===== config.mk =====
export PLATFORM = sky130hd
export DESIGN_NAME = sapt_top
export DESIGN_NICKNAME = d
export VERILOG_FILES = /design/src/include/sapt_pkg.sv /design/src/logic/sapt_top.sv
export SDC_FILE = /design/constraint.sdc
export NUM_CORES = 1
export LEC_CHECK = 0
export BUFFER_PORTS_ARGS = -buffer_cell sky130_fd_sc_hd__buf_2
export CELL_PAD_IN_SITES_DETAIL_PLACEMENT = 2
export CELL_PAD_IN_SITES_GLOBAL_PLACEMENT = 2
export CORE_UTILIZATION = 40
export CTS_CLUSTER_SIZE = 20
export DETAILED_ROUTE_END_ITERATION = 6
export PLACE_DENSITY_LB_ADDON = 0.1
export SLEW_MARGIN = 20
export SYNTH_ARGS = -nofsm -noshare
export SYNTH_HDL_FRONTEND = slang
export SYNTH_SLANG_ARGS = --single-unit

===== constraint.sdc =====
create_clock -name core_clk -period 11.87 [get_ports core_clk]
set_input_delay 0.5935 -clock core_clk [delete_from_list [all_inputs] [get_ports core_clk]]
set_output_delay 0.5935 -clock core_clk [all_outputs]
set_load 0.02 [all_outputs]

===== src/include/sapt_pkg.sv =====
// Package with register map, control field positions and encodings of the timer block.
package sapt_pkg;
  localparam int          NUM_TIMERS   = 5;
  localparam int          CNT_W        = 16;
  // Timer slots: standalone, pair A even/odd, pair B even/odd.
  localparam int          T_SOLO       = 0;
  localparam int          T_A_EVEN     = 1;
  localparam int          T_A_ODD      = 2;
  localparam int          T_B_EVEN     = 3;
  localparam int          T_B_ODD      = 4;
  // Byte address: bit 7 zero, bits 6:4 timer slot, bits 3:2 register in the slot.
  localparam int          ADDR_W       = 8;
  localparam int          SLOT_HI      = 6;
  localparam int          SLOT_LO      = 4;
  localparam logic [1:0]  REG_CTRL     = 2'h0;
  localparam logic [1:0]  REG_COUNT    = 2'h1;
  localparam logic [1:0]  REG_PERIOD   = 2'h2;
  localparam logic [1:0]  REG_IRQ      = 2'h3;
  // Control register fields.
  localparam int          BIT_RUN      = 15;
  localparam int          BIT_IDLE     = 13;
  localparam int          BIT_GATE     = 6;
  localparam int          BIT_PS_HI    = 5;
  localparam int          BIT_PS_LO    = 4;
  localparam int          BIT_WIDE     = 3;
  localparam int          BIT_SYNC     = 2;
  localparam int          BIT_CS       = 1;
  localparam logic [15:0] MASK_SOLO    = 16'ha076;
  localparam logic [15:0] MASK_EVEN    = 16'ha07a;
  localparam logic [15:0] MASK_ODD     = 16'ha072;
  localparam logic [15:0] CTRL_RST     = 16'h0000;
  localparam logic [15:0] COUNT_RST    = 16'h0000;
  localparam logic [15:0] PERIOD_RST   = 16'hffff;
  localparam logic [15:0] COUNT_MAX    = 16'hffff;
  // Interrupt register fields.
  localparam int          IRQ_FLAG     = 0;
  localparam int          IRQ_EN       = 1;
  localparam int          IRQ_PRIO_LO  = 4;
  localparam int          PRIO_W       = 3;
  // Prescaler terminal counts for the four ratios.
  localparam int          PRE_W        = 8;
  localparam logic [7:0]  PRE_LAST_1   = 8'h00;
  localparam logic [7:0]  PRE_LAST_8   = 8'h07;
  localparam logic [7:0]  PRE_LAST_64  = 8'h3f;
  localparam logic [7:0]  PRE_LAST_256 = 8'hff;
  localparam logic [1:0]  PS_1         = 2'h0;
  localparam logic [1:0]  PS_8         = 2'h1;
  localparam logic [1:0]  PS_64        = 2'h2;
endpackage : sapt_pkg


===== src/logic/sapt_top.sv =====
// Standalone 16-bit timer and two pairs of 16-bit timers, each pair also one 32-bit timer, behind an Avalon-MM slave.
//
// How it works
// - Standalone timer is 16 bits: timer or synchronous counter; external edges always pass the synchroniser.
// - Standalone interrupt on period match or gate falling edge.
// - Control bit 15 starts counting when set, stops when clear.
// - Control bit 13 halts the timer while the device idles.
// - Bit 6 enables gated accumulation, only with the internal clock.
// - Bits 5-4 select prescale 1:1, 1:8, 1:64 or 1:256.
// - Bit 2 is writable on the standalone timer only and drives no logic; the external clock is always synchronised.
// - Bit 1 selects external rising edges or the internal clock.
// - Control bits 14, 12-7 and 0 are unwritable and read zero; so are bit 3 except on even timers and bit 2 except on the standalone.
// - Control write while running clears the prescale counter.
// - Standalone timer has period register, interrupt enable, three-bit priority.
// - Each pair works as one 32-bit timer or two 16-bit timers.
// - Paired timers count synchronously only, no asynchronous counter.
// - Converter trigger comes only from pair A odd timer or pair A 32-bit.
// - In 32-bit mode even control governs; odd flag reports the interrupt.
// - Even control bit 3 selects 32-bit pairing.
// - In 32-bit mode odd period is upper word, even period lower.
// - In 32-bit mode odd count is upper word, even count lower.
// - 32-bit pair interrupts when full count matches full period.
//
// The placing of the registers and the Avalon-MM interface to the registers are this design's own decisions.
`timescale 1ns/100ps
module sapt_top #(
  parameter int NUM_TIMERS = sapt_pkg::NUM_TIMERS
) (
  input  wire logic        core_clk,
  input  wire logic        rst,
  input  wire logic [7:0]  avs_address,
  input  wire logic        avs_read,
  input  wire logic        avs_write,
  input  wire logic [31:0] avs_writedata,
  input  wire logic [3:0]  avs_byteenable,
  output logic      [31:0] avs_readdata,
  output logic             avs_waitrequest,
  input  wire logic        idle_mode,
  input  wire logic        standalone_ext_clock_pin,
  input  wire logic [3:0]  pair_ext_clock_pin,
  output logic      [4:0]  irq_req,
  output logic      [14:0] irq_priority,
  output logic             adc_trigger
);

  if (NUM_TIMERS != sapt_pkg::NUM_TIMERS) begin : g_bad_count
    $error("sapt_top serves exactly five timers");
  end

  function automatic logic [15:0] ctrl_mask(input int idx);
    if (idx == sapt_pkg::T_SOLO) return sapt_pkg::MASK_SOLO;
    if (idx == sapt_pkg::T_A_EVEN || idx == sapt_pkg::T_B_EVEN) return sapt_pkg::MASK_EVEN;
    return sapt_pkg::MASK_ODD;
  endfunction : ctrl_mask

  function automatic logic [7:0] pre_last(input logic [1:0] ps);
    case (ps)
      sapt_pkg::PS_1:  pre_last = sapt_pkg::PRE_LAST_1;
      sapt_pkg::PS_8:  pre_last = sapt_pkg::PRE_LAST_8;
      sapt_pkg::PS_64: pre_last = sapt_pkg::PRE_LAST_64;
      default:         pre_last = sapt_pkg::PRE_LAST_256;
    endcase
  endfunction : pre_last

  function automatic logic [15:0] be_merge(input logic [15:0] old_v, input logic [31:0] wd,
                                           input logic [3:0] be);
    be_merge = old_v;
    if (be[0]) be_merge[7:0] = wd[7:0];
    if (be[1]) be_merge[15:8] = wd[15:8];
  endfunction : be_merge

  logic [15:0] ctrl_ff   [5];
  logic [15:0] count_ff  [5];
  logic [15:0] period_ff [5];
  logic [7:0]  pre_ff    [5];
  logic [2:0]  prio_ff   [5];
  logic [4:0]  flag_ff;
  logic [4:0]  ien_ff;
  logic [4:0]  irq_req_ff;
  logic        adc_trigger_ff;
  logic        waitreq_ff;
  logic [31:0] readdata_ff;
  logic [4:0]  pin_s1_ff;
  logic [4:0]  pin_s2_ff;
  logic [4:0]  pin_s3_ff;

  logic [4:0]  pins;
  logic [4:0]  running;
  logic [4:0]  evt;
  logic [4:0]  tick_w;
  logic [4:0]  use_tick;
  logic [4:0]  wide;
  logic [4:0]  set_match;
  logic [4:0]  gfall;
  logic [4:0]  set_flag;
  logic [4:0]  wr_slot;
  logic [1:0]  match32;
  logic [1:0]  carry32;
  logic [2:0]  slot;
  logic [1:0]  reg_sel;
  logic        hit;
  logic        req;
  logic        bus_wr;
  logic [31:0] nxt_readdata;

  assign pins    = {pair_ext_clock_pin, standalone_ext_clock_pin};
  assign slot    = avs_address[sapt_pkg::SLOT_HI:sapt_pkg::SLOT_LO];
  assign reg_sel = avs_address[3:2];
  assign hit     = !avs_address[7] && (slot < 3'h5) && (avs_address[1:0] == 2'h0);
  assign req     = avs_read || avs_write;
  assign bus_wr  = avs_write && !waitreq_ff && hit;

  // Pins come from outside the clock domain; stage three only feeds edge detection.
  // External clock synchroniser
  always_ff @(posedge core_clk or posedge rst) begin
    if (rst) begin
      pin_s1_ff <= 5'h00;
      pin_s2_ff <= 5'h00;
      pin_s3_ff <= 5'h00;
    end else begin
      pin_s1_ff <= pins;
      pin_s2_ff <= pin_s1_ff;
      pin_s3_ff <= pin_s2_ff;
    end
  end

  // Each request is answered one cycle after it is seen; waitrequest release and read data land together, a write takes effect one edge later.
  always_ff @(posedge core_clk or posedge rst) begin
    if (rst) begin
      waitreq_ff  <= 1'b1;
      readdata_ff <= 32'h0000_0000;
    end else begin
      waitreq_ff <= !(req && waitreq_ff);
      if (avs_read && waitreq_ff) readdata_ff <= nxt_readdata;
    end
  end

  always_comb begin
    nxt_readdata = 32'h0000_0000;
    if (hit) begin
      case (reg_sel)
        sapt_pkg::REG_CTRL:   nxt_readdata[15:0] = ctrl_ff[slot];
        sapt_pkg::REG_COUNT:  nxt_readdata[15:0] = count_ff[slot];
        sapt_pkg::REG_PERIOD: nxt_readdata[15:0] = period_ff[slot];
        default: begin
          nxt_readdata[sapt_pkg::IRQ_FLAG] = flag_ff[slot];
          nxt_readdata[sapt_pkg::IRQ_EN]   = ien_ff[slot];
          nxt_readdata[sapt_pkg::IRQ_PRIO_LO +: sapt_pkg::PRIO_W] = prio_ff[slot];
        end
      endcase
    end
  end

  // 32-bit compare and low-word carry for each pair.
  for (genvar p = 0; p < 2; p++) begin : g_pair
    localparam int EV = 2 * p + 1;
    assign match32[p] = ({count_ff[EV+1], count_ff[EV]} == {period_ff[EV+1], period_ff[EV]});
    assign carry32[p] = (count_ff[EV] == sapt_pkg::COUNT_MAX);
  end

  for (genvar i = 0; i < 5; i++) begin : g_tmr
    localparam bit IS_ODD = (i == sapt_pkg::T_A_ODD) || (i == sapt_pkg::T_B_ODD);
    localparam int EV     = IS_ODD ? i - 1 : i;
    localparam int PI     = (i == 0) ? 0 : (i - 1) / 2;
    logic [1:0] ps;

    assign wr_slot[i] = bus_wr && (slot == 3'(i));
    assign ps         = ctrl_ff[i][sapt_pkg::BIT_PS_HI:sapt_pkg::BIT_PS_LO];
    // Pairing bit lives in the even control
    assign wide[i]    = (i != sapt_pkg::T_SOLO) && ctrl_ff[EV][sapt_pkg::BIT_WIDE];
    assign running[i] = ctrl_ff[i][sapt_pkg::BIT_RUN] &&
                        !(idle_mode && ctrl_ff[i][sapt_pkg::BIT_IDLE]);
    // Count source, gate only on internal clock
    assign evt[i] = running[i] && (ctrl_ff[i][sapt_pkg::BIT_CS] ?
                    (pin_s2_ff[i] && !pin_s3_ff[i]) :
                    (!ctrl_ff[i][sapt_pkg::BIT_GATE] || pin_s2_ff[i]));
    assign tick_w[i] = evt[i] && (pre_ff[i] >= pre_last(ps));
    // Odd half of a wide pair follows the even timer
    assign use_tick[i] = (IS_ODD && wide[i]) ? tick_w[EV] : tick_w[i];
    assign gfall[i] = running[i] && ctrl_ff[i][sapt_pkg::BIT_GATE] &&
                      !ctrl_ff[i][sapt_pkg::BIT_CS] && !pin_s2_ff[i] && pin_s3_ff[i];
    // Match events; the even half is silent when wide
    assign set_match[i] = use_tick[i] && (wide[i] ? (IS_ODD && match32[PI]) :
                                           (count_ff[i] == period_ff[i]));
    assign set_flag[i] = set_match[i] || (wide[i] ? (IS_ODD && gfall[EV]) : gfall[i]);

    always_ff @(posedge core_clk or posedge rst) begin
      if (rst) begin
        ctrl_ff[i] <= sapt_pkg::CTRL_RST;
      end else if (wr_slot[i] && reg_sel == sapt_pkg::REG_CTRL) begin
        ctrl_ff[i] <= be_merge(ctrl_ff[i], avs_writedata, avs_byteenable) & ctrl_mask(i);
      end
    end

    // Prescaler cleared on control write while running
    always_ff @(posedge core_clk or posedge rst) begin
      if (rst) begin
        pre_ff[i] <= 8'h00;
      end else if (wr_slot[i] && reg_sel == sapt_pkg::REG_CTRL &&
                   ctrl_ff[i][sapt_pkg::BIT_RUN]) begin
        pre_ff[i] <= 8'h00;
      end else if (tick_w[i]) begin
        pre_ff[i] <= 8'h00;
      end else if (evt[i]) begin
        pre_ff[i] <= pre_ff[i] + 8'h01;
      end
    end

    always_ff @(posedge core_clk or posedge rst) begin
      if (rst) begin
        period_ff[i] <= sapt_pkg::PERIOD_RST;
      end else if (wr_slot[i] && reg_sel == sapt_pkg::REG_PERIOD) begin
        period_ff[i] <= be_merge(period_ff[i], avs_writedata, avs_byteenable);
      end
    end

    // Counting; a bus write to the count takes priority.
    always_ff @(posedge core_clk or posedge rst) begin
      if (rst) begin
        count_ff[i] <= sapt_pkg::COUNT_RST;
      end else if (wr_slot[i] && reg_sel == sapt_pkg::REG_COUNT) begin
        count_ff[i] <= be_merge(count_ff[i], avs_writedata, avs_byteenable);
      end else if (use_tick[i]) begin
        if (wide[i]) begin
          if (match32[PI]) count_ff[i] <= sapt_pkg::COUNT_RST;
          else if (!IS_ODD) count_ff[i] <= count_ff[i] + 16'h0001;
          else count_ff[i] <= count_ff[i] + {15'h0000, carry32[PI]};
        end else if (count_ff[i] == period_ff[i]) begin
          count_ff[i] <= sapt_pkg::COUNT_RST;
        end else begin
          count_ff[i] <= count_ff[i] + 16'h0001;
        end
      end
    end

    // Enable and priority; the flag is write-one-to-clear and a set wins.
    always_ff @(posedge core_clk or posedge rst) begin
      if (rst) begin
        flag_ff[i] <= 1'b0;
        ien_ff[i]  <= 1'b0;
        prio_ff[i] <= 3'h0;
      end else begin
        if (wr_slot[i] && reg_sel == sapt_pkg::REG_IRQ && avs_byteenable[0]) begin
          ien_ff[i]  <= avs_writedata[sapt_pkg::IRQ_EN];
          prio_ff[i] <= avs_writedata[sapt_pkg::IRQ_PRIO_LO +: sapt_pkg::PRIO_W];
        end
        flag_ff[i] <= set_flag[i] || (flag_ff[i] && !(wr_slot[i] &&
                      reg_sel == sapt_pkg::REG_IRQ && avs_byteenable[0] &&
                      avs_writedata[sapt_pkg::IRQ_FLAG]));
      end
    end
  end

  // Converter trigger only from pair A odd half, single-cycle pulse
  always_ff @(posedge core_clk or posedge rst) begin
    if (rst) begin
      irq_req_ff     <= 5'h00;
      adc_trigger_ff <= 1'b0;
    end else begin
      irq_req_ff     <= flag_ff & ien_ff;
      adc_trigger_ff <= set_match[sapt_pkg::T_A_ODD];
    end
  end

  assign avs_readdata    = readdata_ff;
  assign avs_waitrequest = waitreq_ff;
  assign irq_req         = irq_req_ff;
  assign irq_priority    = {prio_ff[4], prio_ff[3], prio_ff[2], prio_ff[1], prio_ff[0]};
  assign adc_trigger     = adc_trigger_ff;

  logic cnt0_wr;
  assign cnt0_wr = wr_slot[0] && reg_sel == sapt_pkg::REG_COUNT;
endmodule : sapt_top


* Yosys cells after proc, flatten, opt, wreduce, memory -nomap -nowiden
Index checks and enable logic that the tools add are counted.
Storage, ports and cells: register bits 296, bits in latches 0, bits in writable memories 0, bits in read-only memories 0, input port bits 54, word-level logic and storage cells 394, memories kept 0
Operators by class: $add $sub $neg 12, multiply operators 0, div/mod/pow operators 0, $lt $le $gt $ge 8, equal/unequal tests 36, shift-type cells 0, muxes and demuxes 81, bitwise logic cells 2, reduce and logical (&&, ||, !) cells 198
Operator list (number):
- $mux 16 | 30
- $bmux 16 s3 | 3
- $mux 8 | 17
- $pmux 8 s3 | 5
- $logic_and 1x1->1 | 101
- $add 16x1->16 const B | 5
- $eq 16x16->1 | 5
- $eq 32x32->1 | 2
- $reduce_and 2->1 | 30
- $add 8x1->8 const B | 5
- $ge 8x8->1 | 5
- $logic_not 1->1 | 33
- $add 16x1->16 | 2
- $eq 16x16->1 const B | 2
- $pmux 9 s3 | 1
- $ne 2x2->1 const B | 10
- $mux 1 | 17
- $logic_or 1x1->1 | 16
- $reduce_bool 3->1 | 5
- $eq 2x2->1 const B | 7
- $logic_not 2->1 | 7
- $eq 2x1->1 const B | 6
- $pmux 2 s3 | 2
- $reduce_bool 2->1 | 5
- 13 further kinds | 16

* Logic depth before layout (Yosys ltp)
Gate-level depths: netlist of run 1.
depth in word-level cells 11, mapped depth 15

* Worst setup path before layout of run 1
No wires, ideal clock.
path kind register to register, start point register count_ff[16] (netlist bit), end point register count_ff[15] (netlist bit), data arrival time 3.018 ns, required time 11.744 ns, slack 8.726 ns, cell stages (with the launch flop) 16, buffers on the path 0, path through dfrtp_1 -> ha_1 -> and3_1 -> nand4_1 -> nor2_1 -> nand3_1 -> nor2_1 -> and3_1 -> ha_1 -> nand3_1 -> or4_1 -> nor2_1 -> a211oi_1 -> o21ai_0 -> o31ai_1 -> a221o_1
Between the ends: longest elaborated chain between the ends 6, elaborated cells on any way between the ends 7
Ends and longest elaborated chain:
- from (decl) | line sapt_top.sv:73 | logic [15:0] count_ff [5];
- from (signal, indexed assignment) | line sapt_top.sv:220 | count_ff[i] <= sapt_pkg::COUNT_RST;
- from (signal, indexed assignment) | line sapt_top.sv:222 | count_ff[i] <= be_merge(count_ff[i], avs_writedata, avs_byteenable);
- from (signal, indexed assignment) | line sapt_top.sv:225 | if (match32[PI]) count_ff[i] <= sapt_pkg::COUNT_RST;
- $eq 16x16->1 | line sapt_top.sv:158 | assign carry32[p] = (count_ff[EV] == sapt_pkg::COUNT_MAX);
- $add 16x1->16 | line sapt_top.sv:227 | else count_ff[i] <= count_ff[i] + {15'h0000, carry32[PI]};
- $mux 16 * | line sapt_top.sv:225
- $mux 16 * | line sapt_top.sv:224 | if (wide[i]) begin
- $mux 16 * | line sapt_top.sv:223 | end else if (use_tick[i]) begin
- $mux 16 * | line sapt_top.sv:221 | end else if (wr_slot[i] && reg_sel == sapt_pkg::REG_COUNT) begin
Mark *: on every way between the ends. The rest lies on a longest branch, timed or not. The select of a mux whose other input is x is not followed. A chain may end at the register's enable or synchronous reset.

* Worst setup path in the final report of run 1
start point register count_ff[17] (netlist bit), end point register count_ff[15] (netlist bit)
The elaborated chain is that of the path after synthesis.

==> results of run 1 <==
[critical path: cells and delay by family (launching register included)]
kind	cells	cell delay, ns
AOI/OAI and AO/OA	4	0.69
adders and majority gates	2	0.51
DFF	1	0.47
and+or+nand+nor	9	2.30
[state kept, by name, indices dropped and copies added, names as in the netlist, 15 cells and up]
register	flops
ctrl_ff	33
count_ff	80
irq_priority	15
period_ff	80
pre_ff	40
avs_readdata	16
[how the worst max path moves through the flow]
stage / startpoint / endpoint / slack [ns] / cells past startpoint
after floorplan: rst / adc_trigger / 3.23 / 1
final: count_ff[17] / count_ff[15] / 7.77 / 15
after CTS: count_ff[17] / count_ff[15] / 7.78 / 15
after detailed placement: avs_address[4] / count_ff[66] / 7.44 / 9
after global placement: avs_address[4] / count_ff[66] / 7.54 / 9
after global routing: count_ff[17] / count_ff[15] / 7.45 / 15
[cell usage in the layout, fill, tap and decap left out, types with 38 or more instances in the layout]
master	n
dfrtp_1	215
nor2_1	133
mux2_2	130
nand2_1	114
o21ai_0	103
a21oi_1	81
dfstp_2	81
xnor2_1	78
buf_2	73
nand3_1	68
inv_1	49
nor3_1	45
mux4_2	43
clkbuf_16	41
o22ai_1	40
a22oi_1	39
nand4_1	38
[layout make-up]
cell class | count | area [um^2] | area share
Clock inverter | 9 | 97.6 | 0.00483
Inverter | 52 | 203 | 0.0100
Clock buffer | 61 | 1210 | 0.0600
Timing Repair Buffer | 93 | 515 | 0.0255
Tap cell | 592 | 741 | 0.0367
Sequential cell | 296 | 7510 | 0.372
Multi-Input combinational cell | 1355 | 9910 | 0.491
Antenna cell | 2 | 5.00 | 0.000248
[metrics by stage]
| stage | cell area (um^2) | worst slack (ns) | power (mW) | utilization |
|---|---|---|---|---|
| floorplan | 18200 | 3.23 | 1.51 | - |
| global placement | 18900 | 7.54 | 1.67 | 0.424 |
| detailed placement | 18900 | 7.44 | 1.70 | 0.424 |
| global route | 20200 | 7.45 | 3.03 | 0.454 |
| finish | 20200 | 7.77 | 2.92 | 0.454 |
| CTS | 20200 | 7.78 | 2.93 | 0.453 |
[synthesized netlist by cell type (all sizes together), types with 38 or more instances]
| cell | n |
|---|---|
| a21oi | 81 |
| a22oi | 39 |
| buf | 61 |
| clkbuf | 71 |
| dfrtp | 215 |
| dfstp | 81 |
| inv | 51 |
| mux2 | 130 |
| mux4 | 43 |
| nand2 | 114 |
| nand3 | 68 |
| nand4 | 38 |
| nor2 | 135 |
| nor3 | 49 |
| o21ai | 105 |
| o22ai | 40 |
| xnor2 | 78 |
[power breakdown]
part | leakage (nW) | internal [mW] | switching (mW) | total [mW]
combinational | 4.08 | 0.189 | 0.272 | 0.461
sequential | 3.64 | 1.07 | 0.159 | 1.23
clock | 0.647 | 0.742 | 0.482 | 1.22
total | 8.37 | 2.00 | 0.913 | 2.92
[cells by family (layout without fill, tap and decap cells)]
| group | after synthesis | after routing | synth area share |
|---|---|---|---|
| flops | 296 | 296 | 0.414 |
| simple gates | 566 | 566 | 0.159 |
| mux | 179 | 179 | 0.137 |
| buf+inv | 184 | 215 | 0.0445 |
| xor+xnor | 114 | 114 | 0.0550 |
| fa+ha+maj | 29 | 29 | 0.0200 |
| other cells | 1 | 18 | 0.000207 |
| compound gates | 451 | 451 | 0.170 |
[layer usage]
layer | routed length (um) | part of all wire | up-vias | global-route usage
li1 | - | - | 6794 | -
met3 | 3070 | 0.043 | 119 | 0.0419
met5 | 13 | 0.00018 | - | 0
met1 | 31800 | 0.45 | 8454 | 0.426
met2 | 33200 | 0.47 | 375 | 0.494
met4 | 2700 | 0.038 | 2 | 0.113
==> run summary, run 1 <==
Initial Util -> 0.408
Inserted Clock Buffers -> 38
Final RePlAce weighted congestion -> 0.878
I/O Pins -> 108
First-pass GRT wire length -> 108000 um
Post-synthesis sequential area ratio -> 0.414
# resized after CTS -> 0
Via count -> 15.7k
Die Span Y -> 215 um
Post-CTS setup repair buffer count -> 0
Critical path class -> register to register
WHS Path Cells -> 1
RSZ-0062 raised after global routing -> false
Fin nets -> 1919
Yosys top cell area share -> 0.297
H-tree depth reported by CTS -> 2
Vias in the first global route -> 16.7k
CP Cell Sequence -> ha_1, and3_1, nand4_1, nor2_1, nand3_1, nor2_1, and3_1, ha_1, nand3_1, or4_1, nor2_1, a211oi_1, o21ai_0, o31ai_1, a221o_1
Die width -> 215 um
Layout cells sized above 1 -> 0.235
Worst-Margin Slew -> 1.12 ns
Vias per std cell -> 6.40
Wire length per cell -> 28.8 um
Clk Latency, worst-skew pair -> 0.57 ns
Pwr Density -> 144 nW/um^2
Cell taking the most area after synthesis -> dfrtp_1
Max cap viols -> 0
CP max-delay cell -> or4_1
Final wirelength -> 70800 um
Seq cells post-synth -> 296
Number of enable flip-flop cells after synthesis -> 0
CTS root buffer -> clkbuf_16
Initial antenna violation count -> 2
CP dominant cell by count -> nor2_1
Synth top area cells -> dfrtp_1 (30%), dfstp_2 (12%), mux2_2 (8.1%)
Critical Path End Type -> register
Max Fclk -> 0.244 GHz
Period utilization -> 0.345
Max clock buf depth -> 3
Fin Setup TNS -> 0 ns
Dpl hpwl -> 50900 um
Synth Flop Type -> dfrtp_1
Max incr delay on CP -> 0.61 ns
R2R setup slack -> 7.77 ns
Asr flop ratio synth -> 1.00
Relative slew slack -> 0.252
Final slew viol count -> 0
Die footprint -> 46200 um^2
Core area -> 44500 um^2
Fin crit period -> 4.10 ns
Syn Inst Count -> 1820
Syn_area_per_cell -> 9.97 um^2
Hold Vio Cnt, Final -> 0
# fillers -> 4769
R2R depth -> 15
Post-route insts no fill -> 2460
Worst hold margin -> 0.133 ns
ANT nets after route -> 0
Port bufs -> 73
Yosys cell types -> 79
Reg-to-reg endpoint -> count_ff[15]
Critical path arrival -> 4.55 ns
# rows -> 77
P_leak -> 8.37 nW
Clock transition at path regs -> 0.06 ns
CP Max Fanout -> 6
Largest net degree at the start of global routing -> 109
Synth warn -> 0
TritonCTS clock tree -> done
CTS Hold Bufs -> 0
First drt pass iteration count -> 5
DR iter-0 viols -> 860
Startpoint Class -> register
Gr usage total -> 0.309
Congestion Overflow GR -> 0
Hold endpoint -> pin_s1_ff[4]
Maximum vdd drop -> 0.000110 V
Cells after DPL -> 2388
Req. time, crit path -> 12.33 ns
RR Startpoint -> count_ff[17]
# DRC -> 0
Status -> finished, final reports clean
Tightest Hold Check Type -> primary input to register
Area delta synth->final -> 11.3%
Clock skew -> 0.0212 ns
Clock tree sinks -> 296
Post-synth design cell area -> 18100 um^2
HP Start -> pair_ext_clock_pin[3]
Final setup vio count -> 0
Power figures use the tool's default switching activity.
==> inputs of run 2 (changes only) <==
--- a/config.mk
+++ b/config.mk
@@ -5,10 +5,11 @@
 export SDC_FILE = /design/constraint.sdc
 export NUM_CORES = 1
 export LEC_CHECK = 0
+export ABC_AREA = 1
 export BUFFER_PORTS_ARGS = -buffer_cell sky130_fd_sc_hd__buf_2
 export CELL_PAD_IN_SITES_DETAIL_PLACEMENT = 2
 export CELL_PAD_IN_SITES_GLOBAL_PLACEMENT = 2
-export CORE_UTILIZATION = 40
+export CORE_UTILIZATION = 33
 export CTS_CLUSTER_SIZE = 20
 export DETAILED_ROUTE_END_ITERATION = 6
 export PLACE_DENSITY_LB_ADDON = 0.1
==> constraint.sdc (replaced) <==
create_clock -name core_clk -period 3.3 [get_ports core_clk]
set_input_delay 0.165 -clock core_clk [delete_from_list [all_inputs] [get_ports core_clk]]
set_output_delay 0.165 -clock core_clk [all_outputs]
set_load 0.02 [all_outputs]
==> run 2 against run 1 <==
Routed wire length increased by 24%. Critical path depth increased by 5. Total power increased to 3.7 times the previous value. Global-route usage decreased by 1.1 points. First-iteration DRC count increased by 29%. Clock-buffer cell count unchanged.
==> run summary, run 2 <==
Xor/xnor cell area share of the yosys netlist -> 0.0709
ANT nets after route -> 0
CP max-delay cell -> dfrtp_2
Fin crit period -> 3.06 ns
Clk Latency, worst-skew pair -> 0.59 ns
Post-route insts no fill -> 3552
Routed wl met3 -> 3350 um
Met2 wire len -> 41100 um
# fillers -> 6675
Synth Area in Compound Gates -> 0.128
Mux cell area share after synthesis -> 0
Max incr delay on CP -> 0.40 ns
Tightest Hold Check Type -> primary input to register
Yosys cell types -> 57
Max cap viols -> 0
Dpl hpwl -> 66300 um
Clock skew -> 0.0208 ns
Area delta synth->final -> 16.2%
Die width -> 243 um
P_sw -> 3.46 mW
Congestion Overflow GR -> 0
Number of enable flip-flop cells after synthesis -> 0
Synth warn -> 0
Seq cells post-synth -> 296
Setup ws final -> 0.240 ns
Synth top area cells -> dfrtp_1 (28%), nand2_1 (16%), dfstp_2 (11%)
Core area -> 56800 um^2
DR iter-0 viols -> 1106
Die Span Y -> 243 um
Biggest regs -> count_ff (80), period_ff (80), pre_ff (40)
CP dominant cell by count -> nand2_1
Hold Vio Cnt, Final -> 0
Final RePlAce weighted congestion -> 0.901
Asr flop ratio synth -> 1.00
Max Fclk -> 0.327 GHz
Via count -> 19.5k
Post-layout instance area -> 22200 um^2
Worst slack, placed -> 0.108 ns
Final slew viol count -> 0
P_leak -> 10.1 nW
Most common cell after layout, fill and taps aside -> nand2_1
HP Start -> avs_writedata[5]
Most frequent cells in the layout -> nand2_1 (804), o21ai_0 (247), nand3_1 (216)
CP Max Fanout -> 4
Buf/Inv on CP -> 4
Syn Inst Count -> 2648
Highest metal used -> met4
Pwr Density -> 484 nW/um^2
Cells after DPL -> 3458
Gr usage total -> 0.298
Critical path arrival -> 3.52 ns
Crit path from -> count_ff[48]
RR Startpoint -> count_ff[48]
Yosys top cell area share -> 0.281
Maximum vdd drop -> 0.000390 V
Layout cells sized above 1 -> 0.143
Port bufs -> 73
Initial Util -> 0.337
# DRC -> 0
Fin nets -> 2845
Post-synthesis sequential area ratio -> 0.392
# rows -> 87
Placed inst area -> 20600 um^2
Final setup vio count -> 0
Worst hold margin -> 0.0435 ns
First-pass GRT wire length -> 134000 um
CTS root buffer -> clkbuf_16
Req. time, crit path -> 3.76 ns
Initial antenna violation count -> 1
Post-synth top cells -> nand2_1 (805), o21ai_0 (247), nand3_1 (219)
Period utilization -> 0.927
Internal power -> 7.29 mW
Critical Path End Type -> register
TritonCTS clock tree -> done
Synth Area in Adders -> 0.0190
Clock transition at path regs -> 0.06 ns
Cell taking the most area after synthesis -> dfrtp_1
Post-synth design cell area -> 19100 um^2
Largest family of logic cells by synthesized area -> simple AND/OR/NAND/NOR gates
CP Cell Sequence -> ha_1, and3_2, nand2_1, nor2_1, nand2_1, inv_2, nand3_1, nor2_1, buf_4, ha_1, inv_1, nor2_2, nand2_1, buf_4, nor2_1, xor2_1, nand3b_1, nand3_1, nand3_1, nand2_1
Fin Setup TNS -> 0 ns
Clock tree sinks -> 296
I/O Pins -> 108
Syn_area_per_cell -> 7.23 um^2
Status -> finished, final reports clean
Sw Share -> 0.322
Vias per std cell -> 5.49
Comb pwr share -> 0.172
Max clock buf depth -> 3
H-tree depth reported by CTS -> 2
First drt pass iteration count -> 5
Top delay family on crit path -> simple AND/OR/NAND/NOR gates
Final wirelength -> 88100 um
Worst-Margin Slew -> 1.07 ns
M1 WL -> 40800 um
Synth Flop Type -> dfrtp_1
Flop pwr share -> 0.391
Critical path class -> register to register
Startpoint Class -> register
Relative slew slack -> 0.284
Die footprint -> 59000 um^2
Post-synthesis simple-gate area fraction -> 0.312
Vias in the first global route -> 20.9k
Most frequent cell after synthesis -> nand2_1
Clock share of power -> 0.437
Inserted Clock Buffers -> 41
Wire length per cell -> 24.8 um
Largest net degree at the start of global routing -> 82
-- run 2: cell types whose count changed in the layout (fill, tap and decap cells not counted), sizes merged, moves of 18 or more --
cell / before / now
and3: 35 / 4
nand2: 114 / 827
buf: 93 / 158
nor2: 135 / 199
mux2: 130 / 0
inv: 51 / 231
a21oi: 81 / 63
mux4: 43 / 0
xor2: 36 / 93
nand3: 68 / 229
a22o: 30 / 0
o21ai: 105 / 267
-- run 2: final cells by class --
class | count | area (um^2) | area share
diodes | 1 | 2.50 | 0.000113
clock buffers | 61 | 1220 | 0.0550
clock inverters | 15 | 181 | 0.00816
inverters | 233 | 886 | 0.0398
multi-input cells | 2016 | 10300 | 0.463
flip-flops and latches | 296 | 7510 | 0.338
well taps | 756 | 946 | 0.0425
repair buffers | 174 | 1190 | 0.0535
-- run 2: cell families after synthesis --
logic type	after synthesis
AND/OR/NAND/NOR	1374
AO/OA/AOI/OAI	442
buffers and inverters	351
flip-flops	296
XOR/XNOR	155
adder cells (fa/ha/maj)	29
other	1
-- run 2: worst min-delay path: cells and delay by family --
kind	cells	cell delay, ns
buffers and inverters	1	0.16
and+or+nand+nor	3	0.18
AOI/OAI and AO/OA	1	0.08
-- run 2: power groups by stage --
stage / clock (mW) / sequential (mW) / combinational, mW
2_1_floorplan: 0 / 4.07 / 1.28
3_3_place_gp: 0 / 4.22 / 1.71
3_5_place_dp: 0 / 4.24 / 1.79
4_1_cts: 4.81 / 4.18 / 1.83
5_1_grt: 4.92 / 4.23 / 2.05
6_report: 4.70 / 4.20 / 1.85
-- run 2: layer usage --
metal	GRT usage	vias to the layer above
met5	0	-
met4	0.0947	0
met3	0.0305	132
met2	0.489	413
met1	0.411	10100
li1	-	8875
-- run 2: metrics by stage --
stage                     power [mW]   util
final                           10.8  0.391
after global routing            11.2  0.391
after CTS                       10.8  0.390
after detailed placement        6.03  0.362
after global placement          5.94  0.362
after floorplan                 5.35      -
-- run 2: final timing paths --
| check | endpoint | slack, ns | depth (start not counted) |
|---|---|---|---|
| min in group asynchronous | pin_s2_ff[4] | 0.22 | 3 |
| max in group asynchronous | pre_ff[27] | 2.02 | 4 |
| min reg2reg | pin_s2_ff[2] | 0.35 | 0 |
| min | count_ff[69] | 0.04 | 5 |
| max reg2reg | count_ff[39] | 0.24 | 20 |
| max | count_ff[39] | 0.24 | 20 |
-- run 2: timing repair --
item,CTS,global route
setup endpoints to repair,0,16
resized for setup,0,22
buffers inserted,0,1
endpoints found under the hold margin,31,0
hold buffers,16,0
